**src/ucc_pkg.sv**
```systemverilog
// constants of one upconverter channel's control set
// assumes 32-bit apb, word index = printed offset, byte address = 4 * index
package ucc_pkg;
  localparam int unsigned IDX_W = 8;
  localparam logic [IDX_W-1:0] IDX_PILOT = 8'h0B;
  localparam logic [IDX_W-1:0] IDX_FREQ_A_LO = 8'h13;
  localparam logic [IDX_W-1:0] IDX_FREQ_A_HI = 8'h14;
  localparam logic [IDX_W-1:0] IDX_FREQ_B_LO = 8'h15;
  localparam logic [IDX_W-1:0] IDX_FREQ_B_HI = 8'h16;
  localparam logic [IDX_W-1:0] IDX_SHIFT_A = 8'h17;
  localparam logic [IDX_W-1:0] IDX_SHIFT_B = 8'h18;
  localparam logic [IDX_W-1:0] IDX_CTRL = 8'h19;
  localparam logic [IDX_W-1:0] IDX_TEST_SEL = 8'h1A;
  localparam logic [IDX_W-1:0] IDX_SER_FMT = 8'h1B;
  localparam logic [IDX_W-1:0] IDX_SER_DIV = 8'h1C;
  localparam logic [IDX_W-1:0] IDX_STATUS = 8'h1D;
  // channel_control fields
  localparam int unsigned CTL_DITHER = 15;
  localparam int unsigned CTL_TEST = 13;
  localparam int unsigned CTL_METER_OFF = 12;
  localparam int unsigned CTL_ENABLE = 11;
  localparam int unsigned CTL_MIX_GAIN = 9;
  localparam int unsigned CTL_RAM_READ = 8;
  localparam int unsigned CTL_SUM_B = 4;
  localparam int unsigned CTL_SUM_A = 0;
  // serial_format fields, then the pilot sync select field
  localparam int unsigned FMT_BITS = 11;
  localparam int unsigned FMT_FSDEL = 8;
  localparam int unsigned FMT_PIN = 7;
  localparam int unsigned FMT_INVL = 0;
  localparam int unsigned PILOT_SEL = 4;
  // writable bits and values after reset
  localparam logic [15:0] MASK_PILOT = 16'h0070;
  localparam logic [15:0] MASK_CTRL = 16'hFBFF;
  localparam logic [15:0] MASK_TEST_SEL = 16'h003F;
  localparam logic [15:0] MASK_SER_FMT = 16'hFBFF;
  localparam logic [15:0] MASK_SER_DIV = 16'h000F;
  localparam logic [15:0] RST_PILOT = 16'h0000;
  localparam logic [15:0] RST_WORD = 16'h0000;
  localparam logic [15:0] RST_CTRL = 16'h0021;
  localparam logic [15:0] RST_TEST_SEL = 16'h0000;
  localparam logic [15:0] RST_SER_FMT = 16'h8932;
  localparam logic [15:0] RST_SER_DIV = 16'h0001;
  // test bus selections
  localparam logic [5:0] TSEL_ZERO = 6'h00;
  localparam logic [5:0] TSEL_PHASE_A = 6'h01;
  localparam logic [5:0] TSEL_PHASE_B = 6'h02;
  localparam logic [5:0] TSEL_ACC_A = 6'h03;
  localparam logic [5:0] TSEL_ACC_B = 6'h04;
  typedef enum logic [1:0] {
    SER_WAIT  = 2'b00,
    SER_SHIFT = 2'b01,
    SER_PUSH  = 2'b11
  } ucc_ser_e;
endpackage

```
**src/ucc_channel_control.sv**
```systemverilog
// sample fifo and the register bank of one upconverter channel
// assumes apb master on ref_clk; serial and sync pins are asynchronous
//
// Behaviour
// - each channel has a 32-bit tuning word split into low and high halves
// - a 16-bit phase offset is added to the accumulator output per channel
// - dither bit 15 set turns phase dither on, clear turns it off
// - meter-sync disable bit 12 blocks this channel's power meter sync only
// - channel runs only while enable bit 11 is set
// - mixer gain bit selects -6 dB when one, -12 dB when zero
// - ram-read bit 8 returns coefficient ram on the bus for unmapped reads, set only while reading
// - two 4-bit summing selects route A and B into output sums, any mix
// - 6-bit test select drives test bus; zero freezes its input data
// - 5-bit word length field holds bits per sample minus one
// - 0 to 3 bit clocks between frame strobe and sample msb
// - pin-mode bit 7 clear gives 2-pin mode, set gives 4-pin mode
// - frame strobe repeats every 7-bit interval of bit clocks, reset 50
// - bit clock is transmit clock divided by divider field plus one
// - 3-bit selector picks the pilot code generator sync source
// - one frame strobe serves the channel pair; source aligns both to it
//
// Local design decision: register access over APB.
`timescale 1ns/10ps

module ucc_fifo #(
  parameter int unsigned W     = 128,
  parameter int unsigned DEPTH = 8
) (
  input  wire logic         ref_clk,
  input  wire logic         resetn,
  input  wire logic         inValid,
  output logic              inReady,
  input  wire logic [W-1:0] inData,
  output logic              outValid,
  input  wire logic         outReady,
  output logic [W-1:0]      outData
);
  localparam int unsigned AW = $clog2(DEPTH);
  typedef struct packed {
    logic [DEPTH-1:0][W-1:0] mem;
    logic [AW:0]             wrPtr;
    logic [AW:0]             rdPtr;
  } ucc_fifo_s;
  ucc_fifo_s st;
  ucc_fifo_s next_st;
  logic full;
  logic empty;

  assign full = (st.wrPtr[AW] != st.rdPtr[AW]) && (st.wrPtr[AW-1:0] == st.rdPtr[AW-1:0]);
  assign empty = st.wrPtr == st.rdPtr;
  assign inReady = !full;
  assign outValid = !empty;
  assign outData = st.mem[st.rdPtr[AW-1:0]];

  always_comb begin
    next_st = st;
    if (inValid && !full) begin
      next_st.mem[st.wrPtr[AW-1:0]] = inData;
      next_st.wrPtr = st.wrPtr + 1'b1;
    end
    if (outReady && !empty) begin
      next_st.rdPtr = st.rdPtr + 1'b1;
    end
  end

  always_ff @(posedge ref_clk or negedge resetn) begin
    if (!resetn) begin
      st <= '0;
    end else begin
      st <= next_st;
    end
  end

  property p_fifo_no_overrun;
    @(posedge ref_clk) disable iff (!resetn)
      full && !outReady |=> full;
  endproperty
  a_fifo_no_overrun: assert property (p_fifo_no_overrun) else $error("fifo lost its full state");
endmodule // ucc_fifo

module ucc_channel_control
  import ucc_pkg::*;
#(
  parameter int unsigned SAMPLE_W   = 32,
  parameter int unsigned FIFO_DEPTH = 8
) (
  input  wire logic                  ref_clk,
  input  wire logic                  resetn,
  input  wire logic [11:0]           paddr,
  input  wire logic                  psel,
  input  wire logic                  penable,
  input  wire logic                  pwrite,
  input  wire logic [31:0]           pwdata,
  output logic [31:0]                prdata,
  output logic                       pready,
  output logic                       pslverr,
  input  wire logic [3:0]            serialInPin,
  input  wire logic [3:0]            syncInPin,
  output logic                       frameStrobe,
  output logic                       sampleValid,
  input  wire logic                  sampleReady,
  output logic [4*SAMPLE_W-1:0]      sampleData,
  input  wire logic signed [17:0]    mixerIn,
  output logic signed [17:0]         mixerOut,
  input  wire logic [15:0]           coefRamData,
  output logic [IDX_W-1:0]           coefRamAddr,
  output logic                       coefRamRead,
  output logic [15:0]                ncoPhaseA,
  output logic [15:0]                ncoPhaseB,
  output logic                       ditherOn,
  output logic                       channelOn,
  output logic                       meterSync,
  output logic [3:0]                 sumSelA,
  output logic [3:0]                 sumSelB,
  output logic [2:0]                 pilotSyncSel,
  output logic                       pilotSync,
  output logic [5:0]                 testSel,
  output logic [15:0]                testBus
);
  typedef struct packed {
    logic [15:0]                pilot;
    logic [15:0]                freqALo;
    logic [15:0]                freqAHi;
    logic [15:0]                freqBLo;
    logic [15:0]                freqBHi;
    logic [15:0]                shiftA;
    logic [15:0]                shiftB;
    logic [15:0]                ctrl;
    logic [15:0]                tsel;
    logic [15:0]                fmt;
    logic [15:0]                div;
    logic                       overflow;
    logic [31:0]                rdData;
    logic [1:0][3:0]            pinSync;
    logic [1:0][3:0]            syncSync;
    logic [31:0]                accA;
    logic [31:0]                accB;
    logic [15:0]                lfsr;
    logic [15:0]                phaseA;
    logic [15:0]                phaseB;
    logic signed [17:0]         mix;
    logic [15:0]                testData;
    logic [3:0]                 divCnt;
    logic [6:0]                 frameCnt;
    logic                       strobe;
    ucc_ser_e                   ser;
    logic [4:0]                 bitCnt;
    logic                       iqHalf;
    logic [3:0][SAMPLE_W-1:0]   lane;
    logic [1:0][SAMPLE_W-1:0]   hold;
  } ucc_state_s;

  ucc_state_s st;
  ucc_state_s next_st;
  logic [IDX_W-1:0] idx;
  logic             mapped;
  logic             bitEn;
  logic             pushValid;
  logic             pushReady;
  logic [4*SAMPLE_W-1:0] pushData;
  logic [3:0]       serBit;
  logic [31:0]      freqA;
  logic [31:0]      freqB;

  function automatic logic isMapped(input logic [IDX_W-1:0] i);
    return (i == IDX_PILOT) || ((i >= IDX_FREQ_A_LO) && (i <= IDX_STATUS));
  endfunction

  function automatic logic [15:0] rdReg(input ucc_state_s s, input logic [IDX_W-1:0] i);
    logic [15:0] v;
    v = 16'h0000;
    if (i == IDX_PILOT) begin
      v = s.pilot;
    end else if (i == IDX_FREQ_A_LO) begin
      v = s.freqALo;
    end else if (i == IDX_FREQ_A_HI) begin
      v = s.freqAHi;
    end else if (i == IDX_FREQ_B_LO) begin
      v = s.freqBLo;
    end else if (i == IDX_FREQ_B_HI) begin
      v = s.freqBHi;
    end else if (i == IDX_SHIFT_A) begin
      v = s.shiftA;
    end else if (i == IDX_SHIFT_B) begin
      v = s.shiftB;
    end else if (i == IDX_CTRL) begin
      v = s.ctrl;
    end else if (i == IDX_TEST_SEL) begin
      v = s.tsel;
    end else if (i == IDX_SER_FMT) begin
      v = s.fmt;
    end else if (i == IDX_SER_DIV) begin
      v = s.div;
    end else if (i == IDX_STATUS) begin
      v = {15'h0000, s.overflow};
    end
    return v;
  endfunction

  assign idx = paddr[IDX_W+1:2];
  assign mapped = isMapped(idx);
  assign pready = 1'b1;
  // ram readback answers unmapped reads, so those are no error then
  assign pslverr = psel && penable && !mapped && (pwrite || !coefRamRead);
  assign prdata = st.rdData;
  assign coefRamAddr = idx;
  assign freqA = {st.freqAHi, st.freqALo};
  assign freqB = {st.freqBHi, st.freqBLo};
  assign bitEn = st.divCnt == st.div[3:0];
  assign serBit = st.pinSync[1];

  assign ditherOn = st.ctrl[CTL_DITHER];
  assign channelOn = st.ctrl[CTL_ENABLE];
  assign coefRamRead = st.ctrl[CTL_RAM_READ];
  assign sumSelA = st.ctrl[CTL_SUM_A +: 4];
  assign sumSelB = st.ctrl[CTL_SUM_B +: 4];
  assign pilotSyncSel = st.pilot[PILOT_SEL +: 3];
  assign testSel = st.tsel[5:0];
  assign ncoPhaseA = st.phaseA;
  assign ncoPhaseB = st.phaseB;
  assign mixerOut = st.mix;
  assign frameStrobe = st.strobe;
  assign meterSync = st.syncSync[1][0] && !st.ctrl[CTL_METER_OFF];
  // pilot sync pick; codes above three select no source
  assign pilotSync = !pilotSyncSel[2] && st.syncSync[1][pilotSyncSel[1:0]];
  assign testBus = (testSel == TSEL_ZERO) ? 16'h0000 : st.testData;

  assign pushValid = st.ser == SER_PUSH;
  assign pushData = st.fmt[FMT_PIN] ? {st.lane[3], st.lane[1], st.lane[2], st.lane[0]}
                                    : {st.lane[1], st.hold[1], st.lane[0], st.hold[0]};

  always_comb begin
    next_st = st;
    next_st.pinSync = {st.pinSync[0], serialInPin};
    next_st.syncSync = {st.syncSync[0], syncInPin};
    // read capture in the setup phase, register writes in the access phase
    if (psel && !penable) begin
      next_st.rdData = {16'h0000, rdReg(st, idx)};
      if (!mapped && coefRamRead) begin
        next_st.rdData = {16'h0000, coefRamData};
      end
    end
    if (psel && penable && pwrite) begin
      if (idx == IDX_PILOT) begin
        next_st.pilot = pwdata[15:0] & MASK_PILOT;
      end else if (idx == IDX_FREQ_A_LO) begin
        next_st.freqALo = pwdata[15:0];
      end else if (idx == IDX_FREQ_A_HI) begin
        next_st.freqAHi = pwdata[15:0];
      end else if (idx == IDX_FREQ_B_LO) begin
        next_st.freqBLo = pwdata[15:0];
      end else if (idx == IDX_FREQ_B_HI) begin
        next_st.freqBHi = pwdata[15:0];
      end else if (idx == IDX_SHIFT_A) begin
        next_st.shiftA = pwdata[15:0];
      end else if (idx == IDX_SHIFT_B) begin
        next_st.shiftB = pwdata[15:0];
      end else if (idx == IDX_CTRL) begin
        next_st.ctrl = pwdata[15:0] & MASK_CTRL;
      end else if (idx == IDX_TEST_SEL) begin
        next_st.tsel = pwdata[15:0] & MASK_TEST_SEL;
      end else if (idx == IDX_SER_FMT) begin
        next_st.fmt = pwdata[15:0] & MASK_SER_FMT;
      end else if (idx == IDX_SER_DIV) begin
        next_st.div = pwdata[15:0] & MASK_SER_DIV;
      end else if (idx == IDX_STATUS && pwdata[0]) begin
        next_st.overflow = 1'b0;
      end
    end
    next_st.lfsr = {st.lfsr[14:0], st.lfsr[15] ^ st.lfsr[13] ^ st.lfsr[12] ^ st.lfsr[10]};
    if (channelOn) begin
      next_st.accA = st.accA + freqA;
      next_st.accB = st.accB + freqB;
    end else begin
      next_st.accA = 32'h0000_0000;
      next_st.accB = 32'h0000_0000;
    end
    next_st.phaseA = st.accA[31:16] + st.shiftA + {15'h0000, ditherOn & st.lfsr[0]};
    next_st.phaseB = st.accB[31:16] + st.shiftB + {15'h0000, ditherOn & st.lfsr[1]};
    if (!channelOn) begin
      next_st.mix = 18'sh00000;
    end else if (st.ctrl[CTL_MIX_GAIN]) begin
      next_st.mix = mixerIn >>> 1;
    end else begin
      next_st.mix = mixerIn >>> 2;
    end
    if (testSel == TSEL_PHASE_A) begin
      next_st.testData = st.phaseA;
    end else if (testSel == TSEL_PHASE_B) begin
      next_st.testData = st.phaseB;
    end else if (testSel == TSEL_ACC_A) begin
      next_st.testData = st.accA[31:16];
    end else if (testSel == TSEL_ACC_B) begin
      next_st.testData = st.accB[31:16];
    end
    next_st.divCnt = bitEn ? 4'h0 : st.divCnt + 4'h1;
    if (!channelOn) begin
      // preset so the first slot after enable strobes; no msb taken before a strobe
      next_st.frameCnt = 7'h7F;
      next_st.strobe = 1'b0;
      next_st.ser = SER_WAIT;
    end else if (bitEn) begin
      if ({1'b0, st.frameCnt} + 8'h01 >= {1'b0, st.fmt[FMT_INVL +: 7]}) begin
        next_st.frameCnt = 7'h00;
        next_st.strobe = 1'b1;
      end else begin
        next_st.frameCnt = st.frameCnt + 7'h01;
        next_st.strobe = 1'b0;
      end
      case (st.ser)
        SER_WAIT: begin
          // msb lands fsdel bit clocks after the strobe slot
          if (st.frameCnt == {5'h00, st.fmt[FMT_FSDEL +: 2]}) begin
            for (int i = 0; i < 4; i++) begin
              next_st.lane[i] = {{(SAMPLE_W-1){1'b0}}, serBit[i]};
            end
            next_st.bitCnt = 5'h00;
            next_st.iqHalf = 1'b0;
            next_st.ser = SER_SHIFT;
            if (st.fmt[FMT_BITS +: 5] == 5'h00) begin
              next_st.ser = st.fmt[FMT_PIN] ? SER_PUSH : SER_SHIFT;
            end
          end
        end
        SER_SHIFT: begin
          // msb first, bits field plus one per word
          if (st.bitCnt == st.fmt[FMT_BITS +: 5] && !st.fmt[FMT_PIN] && !st.iqHalf) begin
            next_st.hold = {st.lane[1], st.lane[0]};
            next_st.iqHalf = 1'b1;
            next_st.bitCnt = 5'h00;
            next_st.lane[0] = {{(SAMPLE_W-1){1'b0}}, serBit[0]};
            next_st.lane[1] = {{(SAMPLE_W-1){1'b0}}, serBit[1]};
            if (st.fmt[FMT_BITS +: 5] == 5'h00) begin
              next_st.ser = SER_PUSH;
            end
          end else begin
            for (int i = 0; i < 4; i++) begin
              next_st.lane[i] = {st.lane[i][SAMPLE_W-2:0], serBit[i]};
            end
            next_st.bitCnt = st.bitCnt + 5'h01;
            if (st.bitCnt + 5'h01 == st.fmt[FMT_BITS +: 5]) begin
              next_st.ser = (st.fmt[FMT_PIN] || st.iqHalf) ? SER_PUSH : SER_SHIFT;
            end
          end
        end
        SER_PUSH: begin
          // fifo stall: a missed msb slot is flagged
          if (!pushReady && st.frameCnt == {5'h00, st.fmt[FMT_FSDEL +: 2]}) begin
            next_st.overflow = 1'b1;
          end
        end
        default: next_st.ser = SER_WAIT;
      endcase
    end
    if (channelOn && st.ser == SER_PUSH && pushReady) begin
      next_st.ser = SER_WAIT;
    end
  end

  always_ff @(posedge ref_clk or negedge resetn) begin
    if (!resetn) begin
      st <= '0;
      st.pilot <= RST_PILOT;
      st.ctrl <= RST_CTRL;
      st.tsel <= RST_TEST_SEL;
      st.fmt <= RST_SER_FMT;
      st.div <= RST_SER_DIV;
      st.freqALo <= RST_WORD;
      st.lfsr <= 16'h0001;
    end else begin
      st <= next_st;
    end
  end

  ucc_fifo #(
    .W     (4*SAMPLE_W),
    .DEPTH (FIFO_DEPTH)
  ) u_fifo (
    .ref_clk  (ref_clk),
    .resetn   (resetn),
    .inValid  (pushValid),
    .inReady  (pushReady),
    .inData   (pushData),
    .outValid (sampleValid),
    .outReady (sampleReady),
    .outData  (sampleData)
  );

  property p_acc_step;
    @(posedge ref_clk) disable iff (!resetn)
      channelOn ##1 channelOn |-> st.accA == $past(st.accA) + $past(freqA);
  endproperty
  a_acc_step: assert property (p_acc_step) else $error("accumulator did not step by tuning word");
  property p_phase_sum;
    @(posedge ref_clk) disable iff (!resetn)
      !ditherOn ##1 1'b1 |-> st.phaseA == $past(st.accA[31:16]) + $past(st.shiftA);
  endproperty
  a_phase_sum: assert property (p_phase_sum) else $error("phase offset not applied");
  property p_dither_off;
    @(posedge ref_clk) disable iff (!resetn)
      !ditherOn ##1 !ditherOn |-> st.phaseB == $past(st.accB[31:16]) + $past(st.shiftB);
  endproperty
  a_dither_off: assert property (p_dither_off) else $error("dither active while off");
  property p_meter_block;
    @(posedge ref_clk) disable iff (!resetn)
      st.ctrl[CTL_METER_OFF] |-> !meterSync;
  endproperty
  a_meter_block: assert property (p_meter_block) else $error("meter sync passed while disabled");
  property p_off_idle;
    @(posedge ref_clk) disable iff (!resetn)
      !channelOn |=> st.accA == 32'h0000_0000 && !frameStrobe && st.ser == SER_WAIT;
  endproperty
  a_off_idle: assert property (p_off_idle) else $error("channel active while disabled");
  property p_mix_gain;
    @(posedge ref_clk) disable iff (!resetn)
      channelOn && !st.ctrl[CTL_MIX_GAIN] |=> mixerOut == ($past(mixerIn) >>> 2);
  endproperty
  a_mix_gain: assert property (p_mix_gain) else $error("mixer not at -12 dB");
  property p_ram_read;
    @(posedge ref_clk) disable iff (!resetn)
      psel && !penable && !pwrite && !mapped && coefRamRead |=> prdata == {16'h0000, $past(coefRamData)};
  endproperty
  a_ram_read: assert property (p_ram_read) else $error("ram readback missing");
  property p_test_zero;
    @(posedge ref_clk) disable iff (!resetn)
      testSel == TSEL_ZERO ##1 testSel == TSEL_ZERO |-> $stable(st.testData) && testBus == 16'h0000;
  endproperty
  a_test_zero: assert property (p_test_zero) else $error("test data moved while frozen");
  property p_slow_clock;
    @(posedge ref_clk) disable iff (!resetn)
      bitEn && st.div[3:0] == 4'hF && $stable(st.div) |=> !bitEn [*8];
  endproperty
  a_slow_clock: assert property (p_slow_clock) else $error("bit clock faster than divide by 16");
  property p_strobe_wrap;
    @(posedge ref_clk) disable iff (!resetn)
      $rose(frameStrobe) |-> st.frameCnt == 7'h00;
  endproperty
  a_strobe_wrap: assert property (p_strobe_wrap) else $error("strobe off frame start");
endmodule // ucc_channel_control

```
**config.mk**
```make
export PLATFORM = sky130hd
export DESIGN_NAME = ucc_channel_control
export DESIGN_NICKNAME = d
export VERILOG_FILES = /design/src/ucc_pkg.sv /design/src/ucc_channel_control.sv
export SDC_FILE = /design/constraint.sdc
export NUM_CORES = 2
export LEC_CHECK = 0
export BUFFER_PORTS_ARGS = -buffer_cell sky130_fd_sc_hd__buf_2
export CORE_MARGIN = 2
export CORE_UTILIZATION = 55
export DETAILED_ROUTE_END_ITERATION = 12
export GPL_ROUTABILITY_DRIVEN = 1
export GPL_TIMING_DRIVEN = 0
export PLACE_DENSITY = 0.81
export SLEW_MARGIN = 20
export SYNTH_ARGS = -nofsm -noshare
export SYNTH_HDL_FRONTEND = slang
export SYNTH_SLANG_ARGS = --single-unit
```
**constraint.sdc**
```tcl
create_clock -name ref_clk -period 8.99 [get_ports ref_clk]
set_input_delay 0.899 -clock ref_clk [delete_from_list [all_inputs] [get_ports ref_clk]]
set_output_delay 0.899 -clock ref_clk [all_outputs]
set_load 0.05 [all_outputs]
```
==> results.json <==
{
  "outcome": "finished, final reports clean",
  "critPathKind": "flip-flop to output pin",
  "tightest_slew_ns": 1.21,
  "async_flop_share_pct": 100,
  "fill_cells": 9326,
  "synthSimpleGateAreaFrac_pct": 9.30,
  "worstPathArrival_ns": 4.47,
  "root_buffer": "clkbuf_16",
  "cts.sinks": 1561,
  "yosysWarnings": 0,
  "synth-compound-area-share_pct": 12.2,
  "rows": 131,
  "syn2layout_area_growth_pct": 13.4,
  "final.setup.tns_ns": 0,
  "cp_num_buf_inv": 4,
  "drive_above_1_share_pct": 20.9,
  "dp_worst_setup_slack_ns": 4.48,
  "avgViaCountPerCell": 6.43,
  "fmax_mhz": 186,
  "die_x_um": 363,
  "ir_worst_vdd_mv": 0.206,
  "synth_cell_types": 84,
  "synth_top_family_by_area": "multiplexers",
  "drv_slew": 0,
  "setup_viol": 0,
  "fin_worst_skew_ns": 0.0213,
  "avgSynthCellArea_sq_um": 11.2,
  "cpPeakStageDelay_ns": 0.80,
  "hold_class": "input port to flip-flop",
  "grt_pass1_vias": 55500,
  "grt_first_pass_wirelength_um": 331000,
  "synth_xor_area_share_pct": 1.26,
  "pwr-share-seq_pct": 49.2,
  "cts_buffer_depth": 3,
  "cp_slowest_cell": "buf_1",
  "swShare_pct": 23.0,
  "synth_mux_area_share_pct": 16.4,
  "min_period_over_period_pct": 59.7,
  "die_area_sq_um": 132000,
  "pwr-share-clk_pct": 47.4,
  "clk-insertion-delay-late_ns": 0.80,
  "start_util_pct": 55.5,
  "coreArea_sq_um": 128000,
  "antenna_found_initial": 14,
  "clkTransAtPathRegs_ns": 0.06,
  "fin_crit_ns": 5.37,
  "synthCells": 6312,
  "rsz0062_at_grt": "no",
  "switchingPower_mw": 3.31,
  "gp_congestion": 0.954,
  "drt_iter0_markers": 6956,
  "die_y_um": 363,
  "powerDensity_nw_per_um2": 179,
  "nets": 7008,
  "cp-start-kind": "flip-flop",
  "cts_buffers": 158,
  "h-tree-depth": 4,
  "drc": 0,
  "post_drt_wl_per_cell_um": 25.1,
  "cts_tree": "done",
  "crit_cells": 6,
  "finalHoldViolations": 0,
  "synthAdderAreaFrac_pct": 1.97,
  "r2r_slack_ns": 4.67,
  "maxSlewHeadroom_pct": 17.1,
  "r2r_cells": 11,
  "track_usage_pct": 32.9,
  "grt_start_max_net_pins": 149,
  "dp_hpwl_um": 149000,
  "ys_seq_area_share_pct": 55.1,
  "vias": 55400,
  "worstReg2RegEnd": "u_fifo.st[760]",
  "synth_seq_cells": 1561,
  "hold_start": "serialInPin[3]",
  "drv_cap": 0,
  "crit_chain": "clkbuf_1 -> clkbuf_2 -> buf_1 -> mux4_2 -> mux2_2 -> buf_2",
  "crit_family": "buffers and inverters",
  "wl_um": 216000,
  "p_leak_nw": 37.5,
  "ys.flop_type": "dfrtp_1",
  "syn_area_sq_um": 70900,
  "p_int_mw": 11.1,
  "dr.pass1.iters": 9,
  "critPathMaxFanout": 10,
  "io_pins": 352,
  "ant_nets": 0,
  "grt-ovfl-total": 0,
  "synth_edf_count": 0,
  "io_buffers": 305,
  "p_comb_share_pct": 3.5,
  "p_total_mw": 14.4,
  "required_ns": 8.09,
  "r2r-start": "u_fifo.st[1]",
  "setup_slack_ns": 3.62,
  "holdPathEnd": "next_st[373]",
  "end_kind": "output pin",
  "holdPathStages": 1
}
[placed cells by master (no fill, tap or decap), types with 109 or more instances in the layout]
cell type,netlist,layout
nand2_1,747,747
mux2i_1,181,179
buf_2,102,406
clkbuf_16,0,160
clkbuf_1,276,296
nor2_1,666,666
mux2_2,346,346
dfrtp_1,1551,1551
buf_4,109,109
mux4_2,261,261
o21ai_0,642,642
a21oi_1,622,622
[flip-flops by register name, indices dropped and copies added, names as in the netlist]
name / flops
ncoPhaseB: 16
next_st: 23
prdata: 16
channelOn: 1
frameStrobe: 1
ditherOn: 1
freqB: 32
ncoPhaseA: 16
sumSelB: 4
serBit: 4
freqA: 32
pilotSyncSel: 3
sumSelA: 4
coefRamRead: 1
testSel: 6
mixerOut: 17
u_fifo.st: 1032
st: 352
[worst max-delay path by stage]
stage | start | endpoint | slack, ns
6_report | u_fifo.st[0] | sampleData[4] | 3.62
5_1_grt | u_fifo.st[0] | sampleData[7] | 3.61
4_1_cts | u_fifo.st[0] | sampleData[116] | 3.62
3_5_place_dp | u_fifo.st[0] | sampleData[116] | 4.48
3_3_place_gp | resetn | mixerOut[7] | -26.06
2_1_floorplan | u_fifo.st[0] | sampleData[109] | 5.74
[cell families after synthesis]
kind of cell,Yosys count
other,2
AO/OA/AOI/OAI,1555
AND/OR/NAND/NOR,1615
adder cells (fa/ha/maj),108
buffers and inverters,577
XOR/XNOR,102
flip-flops,1561
multiplexers,792
[cell usage after synthesis, types with 5 or more instances]
library cell | number | area [sq um]
nand3_1 | 23 | 115
o21a_1 | 14 | 105
inv_1 | 35 | 131
mux4_2 | 261 | 5880
mux2i_1 | 181 | 1810
a22oi_1 | 18 | 135
o22ai_1 | 8 | 50.1
buf_1 | 53 | 199
nand2_1 | 747 | 2800
dfstp_2 | 10 | 263
and2_1 | 34 | 213
buf_4 | 109 | 818
xnor2_1 | 61 | 534
or3_1 | 7 | 43.8
o21bai_1 | 9 | 67.6
a221oi_1 | 13 | 114
ha_1 | 102 | 1280
or2_2 | 6 | 37.5
a21o_1 | 34 | 255
o21ai_0 | 642 | 3210
nand4_1 | 15 | 93.8
a211oi_1 | 26 | 195
clkbuf_1 | 276 | 1040
a21oi_1 | 622 | 3110
xor2_1 | 41 | 359
buf_2 | 102 | 510
o31ai_1 | 15 | 113
o21ai_1 | 12 | 60.1
a31oi_1 | 20 | 125
mux2_2 | 346 | 3900
o211ai_1 | 12 | 90.1
and3_1 | 13 | 81.3
a22o_1 | 65 | 569
nor2b_1 | 14 | 87.6
dfrtp_1 | 1551 | 38800
fa_1 | 6 | 120
nor3_1 | 34 | 170
nor4_1 | 5 | 31.3
nor2_1 | 666 | 2500
a31o_2 | 5 | 43.8
nand2b_1 | 19 | 119
[what timing repair did]
action,in CTS,in global routing
resized for setup,0,0
hold endpoints to repair,60,0
buffers inserted,0,0
hold buffers,1,0
[power groups by stage]
stage / Combinational [mW] / Clock [mW] / Sequential, mW
CTS: 0.502 / 6.82 / 7.09
global placement: 0.470 / 0 / 7.23
detailed placement: 0.499 / 0 / 7.22
global route: 0.551 / 7.12 / 7.09
finish: 0.498 / 6.82 / 7.09
floorplan: 0.250 / 0 / 7.21
[cell type report]
type	instances	area (sq um)	share of cell area, %
Clock buffer	233	4630	5.76
Sequential cell	1561	39100	48.6
Clock inverter	61	706	0.878
Multi-Input combinational cell	4189	29200	36.3
Inverter	36	135	0.168
Tap cell	1662	2080	2.59
Timing Repair Buffer	321	1940	2.42
Buffer	541	2590	3.22
Antenna cell	11	27.5	0.0342
[stage by stage]
| step | area [sq um] | hold WS, ns | utilization (%) | std cells |
|---|---|---|---|---|
| detailed placement | 75000 | 0.336 | 58.8 | 8309 |
| floorplan | 71000 | 0.331 | - | 6327 |
| finish | 80400 | 0.211 | 63.0 | 8615 |
| CTS | 80400 | 0.176 | 62.9 | 8604 |
| global placement | 74600 | 0.333 | 58.4 | 8294 |
| global route | 80400 | 0.186 | 63.0 | 8607 |
[routing by layer]
layer	GRT usage, %	wire length (um)	vias to the layer above
li1	-	-	23200
met1	42.3	79700	27900
met2	50.6	100000	3472
met4	20.1	14300	10
met3	8.13	22200	779
met5	0	64	-
Power figures use the tool's default switching activity.
